$ cat config.mk
export PLATFORM = sky130hd
export DESIGN_NAME = lpmc_top
export DESIGN_NICKNAME = d
export VERILOG_FILES = /design/src/lpmc_pkg.sv /design/src/lpmc_top.sv /design/src/lpmc_stab_counter.sv
export SDC_FILE = /design/constraint.sdc
export NUM_CORES = 1
export LEC_CHECK = 0
export BUFFER_PORTS_ARGS = -buffer_cell sky130_fd_sc_hd__buf_2
export CAP_MARGIN = 10
export CORE_ASPECT_RATIO = 0.8
export CORE_UTILIZATION = 45
export CTS_BUF_LIST = sky130_fd_sc_hd__clkbuf_4 sky130_fd_sc_hd__clkbuf_8 sky130_fd_sc_hd__clkbuf_16
export DETAILED_ROUTE_END_ITERATION = 7
export HOLD_SLACK_MARGIN = 0.03
export PLACE_DENSITY = 0.72
export SLEW_MARGIN = 20
export SYNTH_ARGS = -nofsm -noshare
export SYNTH_HDL_FRONTEND = slang
export SYNTH_SLANG_ARGS = --single-unit
$ cat constraint.sdc
create_clock -name clock -period 1.6 [get_ports clock]
set_input_delay 0.32 -clock clock [delete_from_list [all_inputs] [get_ports clock]]
set_output_delay 0.32 -clock clock [all_outputs]
set_load 0.02 [all_outputs]
$ cat src/lpmc_pkg.sv
package lpmc_pkg;
  // oscillator stabilization delay in internal processor clock cycles
  localparam int unsigned STAB_DELAY_CYCLES = 4064;
  localparam int unsigned CNT_W = 12;
  localparam logic [CNT_W-1:0] CNT_RESET = 12'h000;
  localparam logic [CNT_W-1:0] CNT_LAST = 12'(STAB_DELAY_CYCLES - 1);
  // width of port a and port c wake inputs
  localparam int unsigned PORT_W = 8;
  localparam logic [PORT_W-1:0] PORT_IDLE = 8'hFF;
  // length of the reset pulse produced by a stop with stop option disabled
  localparam int unsigned RST_PULSE_CYCLES = 4;
  localparam int unsigned RST_CNT_W = 3;
  localparam logic [RST_CNT_W-1:0] RST_CNT_LAST = 3'(RST_PULSE_CYCLES - 1);
  localparam logic [RST_CNT_W-1:0] RST_CNT_RESET = 3'h0;

  typedef enum logic [2:0]
  {
    LPMC_RUN,
    LPMC_STOP,
    LPMC_WAIT,
    LPMC_STAB,
    LPMC_CHIPRST
  } lpmc_state_t;
endpackage

$ cat src/lpmc_top.sv
`timescale 1ns/10ps
// Behaviour
// [RULE_01] stop instruction enters stop if option enabled, else forces chip reset
// [RULE_02] stop mode turns oscillator off, halting everything including watchdog
// [RULE_03] stop entry drops pending timer interrupt and disables timer interrupts
// [RULE_04] stop entry clears the timer prescaler
// [RULE_05] stop entry clears interrupt mask bit and sets external irq enable
// [RULE_06] stop leaves other registers, memory and io lines untouched
// [RULE_07] stop exits only on irq pin, reset, port a/c fall, serial rise
// [RULE_08] stop exit holds clocks off for 4064 processor clock cycles
// [RULE_09] wait halts processor clock and internal bus activity
// [RULE_10] wait keeps timer clocks running for timer interrupts and watchdog
// [RULE_11] wait instruction clears the interrupt mask bit
// [RULE_12] wait preserves other registers, memory and io line states
// [RULE_13] wait exits on timer irq, irq pin, reset, port a/c fall, serial rise
// [RULE_14] software avoids stop and wait while watchdog is enabled
// [RULE_15] after stabilization restart processor clock and hand over to wake sequence
module lpmc_top
  import lpmc_pkg::*;
(
  input wire logic clock,
  input wire logic rst,
  input wire logic stop_instr,
  input wire logic wait_instr,
  input wire logic stop_option_enable,
  input wire logic ext_reset,
  input wire logic irq_pin_request,
  input wire logic [PORT_W-1:0] port_a_pins,
  input wire logic [PORT_W-1:0] port_c_pins,
  input wire logic [PORT_W-1:0] port_a_wake_enable,
  input wire logic [PORT_W-1:0] port_c_wake_enable,
  input wire logic serial_link_wake_pin,
  input wire logic timer_irq_a,
  input wire logic timer_irq_b,
  output logic osc_enable,
  output logic cpu_clock_enable,
  output logic timer_clock_enable,
  output logic watchdog_clock_enable,
  output logic timer_irq_clear,
  output logic timer_irq_disable,
  output logic prescaler_clear,
  output logic ccr_i_clear,
  output logic external_irq_enable_set,
  output logic chip_reset,
  output logic wake_resume,
  output logic stop_active,
  output logic wait_active
);
  lpmc_state_t state;
  lpmc_state_t next_state;
  logic [PORT_W-1:0] prev_a;
  logic [PORT_W-1:0] prev_c;
  logic prev_serial;
  logic [RST_CNT_W-1:0] rst_cnt;
  logic [RST_CNT_W-1:0] next_rst_cnt;
  logic next_timer_irq_clear;
  logic next_timer_irq_disable;
  logic next_prescaler_clear;
  logic next_ccr_i_clear;
  logic next_external_irq_enable_set;
  logic next_wake_resume;
  logic stab_start;
  logic stab_done;
  logic port_fall;
  logic serial_rise;
  logic stop_wake;
  logic wait_wake;

  // ****************************************************************
  // wake source detection
  // ****************************************************************
  function automatic logic any_fall(input logic [PORT_W-1:0] prev, input logic [PORT_W-1:0] now,
                                    input logic [PORT_W-1:0] en);
    any_fall = |(prev & ~now & en);
  endfunction

  always_ff @(posedge clock)
  begin
    if (rst)
    begin
      prev_a <= PORT_IDLE;
      prev_c <= PORT_IDLE;
      prev_serial <= 1'b0;
    end
    else
    begin
      prev_a <= port_a_pins;
      prev_c <= port_c_pins;
      prev_serial <= serial_link_wake_pin;
    end
  end

  assign port_fall = any_fall(prev_a, port_a_pins, port_a_wake_enable)
                   | any_fall(prev_c, port_c_pins, port_c_wake_enable);
  assign serial_rise = serial_link_wake_pin & ~prev_serial;
  assign stop_wake = irq_pin_request | ext_reset | port_fall | serial_rise; // RULE_07
  assign wait_wake = stop_wake | timer_irq_a | timer_irq_b; // RULE_13

  // ****************************************************************
  // mode state machine
  // ****************************************************************
  always_comb
  begin
    next_state = state;
    next_rst_cnt = rst_cnt;
    next_timer_irq_clear = 1'b0; // RULE_06 RULE_12
    next_timer_irq_disable = 1'b0;
    next_prescaler_clear = 1'b0;
    next_ccr_i_clear = 1'b0;
    next_external_irq_enable_set = 1'b0;
    next_wake_resume = 1'b0;
    stab_start = 1'b0;
    case (state)
      LPMC_RUN:
      begin
        if (stop_instr)
        begin
          if (stop_option_enable) // RULE_01
          begin
            next_state = LPMC_STOP;
            next_timer_irq_clear = 1'b1; // RULE_03
            next_timer_irq_disable = 1'b1; // RULE_03
            next_prescaler_clear = 1'b1; // RULE_04
            next_ccr_i_clear = 1'b1; // RULE_05
            next_external_irq_enable_set = 1'b1; // RULE_05
          end
          else
          begin
            next_state = LPMC_CHIPRST; // RULE_01
            next_rst_cnt = RST_CNT_RESET;
          end
        end
        else if (wait_instr)
        begin
          next_state = LPMC_WAIT;
          next_ccr_i_clear = 1'b1; // RULE_11
        end
      end
      LPMC_STOP:
      begin
        if (stop_wake) // RULE_07
        begin
          next_state = LPMC_STAB;
          stab_start = 1'b1;
        end
      end
      LPMC_STAB:
      begin
        if (stab_done) // RULE_08
        begin
          next_state = LPMC_RUN;
          next_wake_resume = 1'b1; // RULE_15
        end
      end
      LPMC_WAIT:
      begin
        if (wait_wake) // RULE_13
        begin
          next_state = LPMC_RUN;
          next_wake_resume = 1'b1;
        end
      end
      LPMC_CHIPRST:
      begin
        if (rst_cnt == RST_CNT_LAST)
        begin
          next_state = LPMC_RUN;
        end
        else
        begin
          next_rst_cnt = rst_cnt + 3'h1;
        end
      end
      default:
      begin
        next_state = LPMC_RUN;
      end
    endcase
  end

  always_ff @(posedge clock)
  begin
    if (rst)
    begin
      state <= LPMC_RUN;
      rst_cnt <= RST_CNT_RESET;
      timer_irq_clear <= 1'b0;
      timer_irq_disable <= 1'b0;
      prescaler_clear <= 1'b0;
      ccr_i_clear <= 1'b0;
      external_irq_enable_set <= 1'b0;
      wake_resume <= 1'b0;
    end
    else
    begin
      state <= next_state;
      rst_cnt <= next_rst_cnt;
      timer_irq_clear <= next_timer_irq_clear;
      timer_irq_disable <= next_timer_irq_disable;
      prescaler_clear <= next_prescaler_clear;
      ccr_i_clear <= next_ccr_i_clear;
      external_irq_enable_set <= next_external_irq_enable_set;
      wake_resume <= next_wake_resume;
    end
  end

  // counts in the stabilization state only; no register or io state is touched here
  lpmc_stab_counter u_stab
  (
    .clock(clock),
    .rst(rst),
    .start(stab_start),
    .run(state == LPMC_STAB),
    .done(stab_done)
  );

  // ****************************************************************
  // clock gating, status and chip reset outputs
  // ****************************************************************
  assign stop_active = (state == LPMC_STOP) || (state == LPMC_STAB);
  assign wait_active = (state == LPMC_WAIT);
  assign osc_enable = (state != LPMC_STOP); // RULE_02
  assign cpu_clock_enable = (state == LPMC_RUN); // RULE_09 RULE_08
  assign timer_clock_enable = (state == LPMC_RUN) || (state == LPMC_WAIT); // RULE_10
  assign watchdog_clock_enable = (state == LPMC_RUN) || (state == LPMC_WAIT); // RULE_02 RULE_10
  assign chip_reset = (state == LPMC_CHIPRST); // RULE_01
endmodule

$ cat src/lpmc_stab_counter.sv
`timescale 1ns/10ps
module lpmc_stab_counter
  import lpmc_pkg::*;
#(
  parameter logic [CNT_W-1:0] LAST = CNT_LAST
)
(
  input wire logic clock,
  input wire logic rst,
  input wire logic start,
  input wire logic run,
  output logic done
);
  logic [CNT_W-1:0] count;
  logic [CNT_W-1:0] next_count;
  logic next_done;

  always_comb
  begin
    next_count = count;
    next_done = 1'b0;
    if (start)
    begin
      next_count = CNT_RESET;
    end
    else if (run)
    begin
      if (count == LAST)
      begin
        next_done = 1'b1;
        next_count = CNT_RESET;
      end
      else
      begin
        next_count = count + 12'h001;
      end
    end
  end

  always_ff @(posedge clock)
  begin
    if (rst)
    begin
      count <= CNT_RESET;
      done <= 1'b0;
    end
    else
    begin
      count <= next_count;
      done <= next_done;
    end
  end
endmodule

==> results.md <==
- Hold Path Class: in -> reg
- Rel. slew slack: 0.757
- Met2 Routed Length: 1.63 mm
- WP data required: 1.28 ns
- Reg clk slew, reported paths: 0.07 ns
- Startpoint types: flip-flop
- Transition time of the tightest slew-check pin: 0.362 ns
- Multi-input logic area: 901 um^2
- Core outline area: 3570 um^2
- Maximum VDD drop: 0.00108 V
- Adder-Cell Fraction of Synth Area: 0.0215
- Final Critical Period: 1.56 ns
- Crit path max fanout: 9
- Root Buffer: clkbuf_8
- Final period util: 0.972
- Area after DPL: 2060 um^2
- Static leakage: 1.01 nW
- Avg Cell Area, Syn: 9.04 um^2
- Biggest area consumer among synthesized cells: dfxtp_1
- Initial DRT Pass Iterations: 4
- Final setup margin: 0.0446 ns
- Mux cell area share after synthesis: 0
- Distinct cell type count after synthesis: 36
- Top-count cell post-synth: dfxtp_1
- Worst EP arrival: 1.24 ns
- CTS tree: yes
- Critical hold path startpoint: port_a_pins[6]
- Fin util: 0.631
- Final std cells w/o fill: 295
- IO Pins: 55
- Ant diodes: 0
- Filler cells: 311
- Wirelength per Cell: 12.6 um
- Top post-synthesis cells by count: dfxtp_1 (39), nand2_1 (20), or2_2 (16), nor3_1 (15), nor2_1 (13)
- Hold WS: 0.218 ns
- Port bufs: 54
- H-tree levels: 2
- Largest net degree at the start of global routing: 20
- Via count: 1523
- Final ANT Viol Nets: 0
- Vias in the first global route: 1393
- Initial DRC count: 58
- Max-slew violations: 0
- Synth Cell Area: 1750 um^2
- Later-pin clock latency in the skew report: 0.29 ns
- Reg-to-Reg Start: rst_cnt[0]
- Initial antenna violation count: 0
- Post-placement setup slack: 0.0372 ns
- Cts hold-fix bufs: 0
- Final hold violations: 0
- Synthesis-stage register bit count: 39
- First-pass GRT wire length: 6.14 mm
- CTS sink cnt: 39
- Fmax: 0.643 GHz
- Final Wtd Congestion: 0.841
- Routed vias/inst: 5.16
- Final Cell Area: 2250 um^2
- Syn Nets: 238
- Synth top area share: 0.447
- CTS Buf Count: 5
- Residual DRC: 0
- Compound-Gate Fraction of Synth Area: 0.0803
- Die ar.: 4130 um^2
- Largest cells by area after synthesis: dfxtp_1 (45%), or2_2 (5.7%), nand2_1 (4.3%), nor3_1 (4.3%), nand3b_1 (3.9%)
- Fin Clk Skew: 0.00726 ns
- Chip height: 57.7 um
- GRT Overall Usage: 0.195
- Final Setup Violations: 0
- Detailed Place HPWL: 2.72 mm
- Storage cell area: 790 um^2
- Simple-gate portion of the synthesized area: 0.348
- Met3 routed WL: 198 um
- Met1 Wirelength: 1.83 mm
- Synth Warn #: 0
- Largest family of logic cells by synthesized area: simple AND/OR/NAND/NOR gates
- Area grow syn2layout: 29.0%
- Sequential area share after synthesis: 0.447
- Final WL: 3.72 mm
- Critical path class: reg -> out
- CTS Buffer Depth: 2
- Row count: 19
- Status: completed
- Max-cap violation count: 0
- Cell Pwr Density: 1060 nW/um^2
- Post-synth EDFFs: 0
- # placed instances: 285
- Total global routing overflow: 0
- CP Capture Type: output port
- Highest routed layer: met4
- Start point of the critical path: state[2]
- Xor/xnor share of the synthesized area: 0.0502
- Top FF cell, synth: dfxtp_1
- Layout cells sized above 1: 0.411
- NumNets Final: 297
- Die Wd: 71.6 um
- Post-synthesis async set-or-reset flop share: 0
- Post-Synthesis Cells: 193
- Initial Util: 0.489
-- state kept, by name, summed over array words and instances, names as in the netlist --
signal / cells
u_stab.count: 12
rst_cnt: 3
u_stab.done: 1
prev_serial: 1
wake_resume: 1
prev_a: 8
prev_c: 8
external_irq_enable_set: 1
ccr_i_clear: 1
state: 3
-- routing by layer --
layer	GRT usage	up-vias
li1	-	779
met1	0.252	694
met2	0.305	43
met3	0.0591	7
met4	0.0840	0
met5	0	-
-- layout make-up --
type	instances	area share
timing repair buffer	63	0.157
sequential	39	0.351
multi-input combinational	138	0.400
clock buffer	6	0.0339
clock inverter	2	0.0267
tap	42	0.0233
inverter	5	0.00834
-- critical path: stages, from the launching register on --
cell and delay [ns]:
dfxtp_4 0.38, and2b_1 0.27, nand2b_1 0.12, buf_4 0.17
-- metrics by stage --
step                      TNS (ns)  power, mW
after floorplan                  0       1.29
after global placement           0       1.41
after detailed placement         0       1.42
after CTS                        0       2.39
after global routing      -0.00273       2.49
final                            0       2.39
-- placed cells by master, fill, tap and decap left out, types with 2 or more instances in the layout --
cell / synthesis / final
nand3b_1: 9 / 9
nor3b_1: 3 / 3
o31ai_1: 2 / 2
nor3_1: 15 / 13
a21oi_1: 8 / 7
clkbuf_8: 0 / 5
o21ai_0: 3 / 2
nand4_1: 7 / 7
o221ai_1: 2 / 2
or2_2: 16 / 16
xnor2_1: 3 / 3
a31oi_1: 2 / 2
dfxtp_4: 0 / 2
dfxtp_1: 39 / 36
bufinv_16: 0 / 2
nand2b_1: 2 / 2
and2b_1: 2 / 2
and2_1: 2 / 2
nor3_2: 5 / 7
ha_1: 3 / 3
o22ai_1: 2 / 2
nand2_1: 20 / 20
inv_1: 5 / 5
buf_2: 1 / 53
nor2_2: 0 / 3
xor2_1: 7 / 7
buf_4: 6 / 9
nand3_1: 3 / 3
nor2_1: 13 / 10
-- final timing paths --
kind	end	slack (ns)	cells past startpoint
setup reg to reg	state[1]	0.08	7
hold reg to reg	rst_cnt[1]	0.47	2
setup / recovery	osc_enable	0.04	3
hold / removal	prev_a[6]	0.22	2
-- power breakdown --
part	switching (mW)	total (mW)	internal (mW)
combinational	0.204	0.369	0.165
clock	0.336	0.976	0.640
sequential	0.0323	1.05	1.01
total	0.572	2.39	1.82
-- cells by family after synthesis --
kind of cell,count (synthesis)
compound gates,22
xor+xnor,10
fa+ha+maj,3
buf+inv,16
flops,39
simple gates,103
-- what timing repair did --
| item | 4_1_cts | 5_1_grt |
|---|---|---|
| pin swaps | 0 | 3 |
| setup buffers | 0 | 2 |
| setup endpoints to repair | 3 | 11 |
| resized for setup | 3 | 10 |
Note: power is estimated with default switching activity, not from simulation.
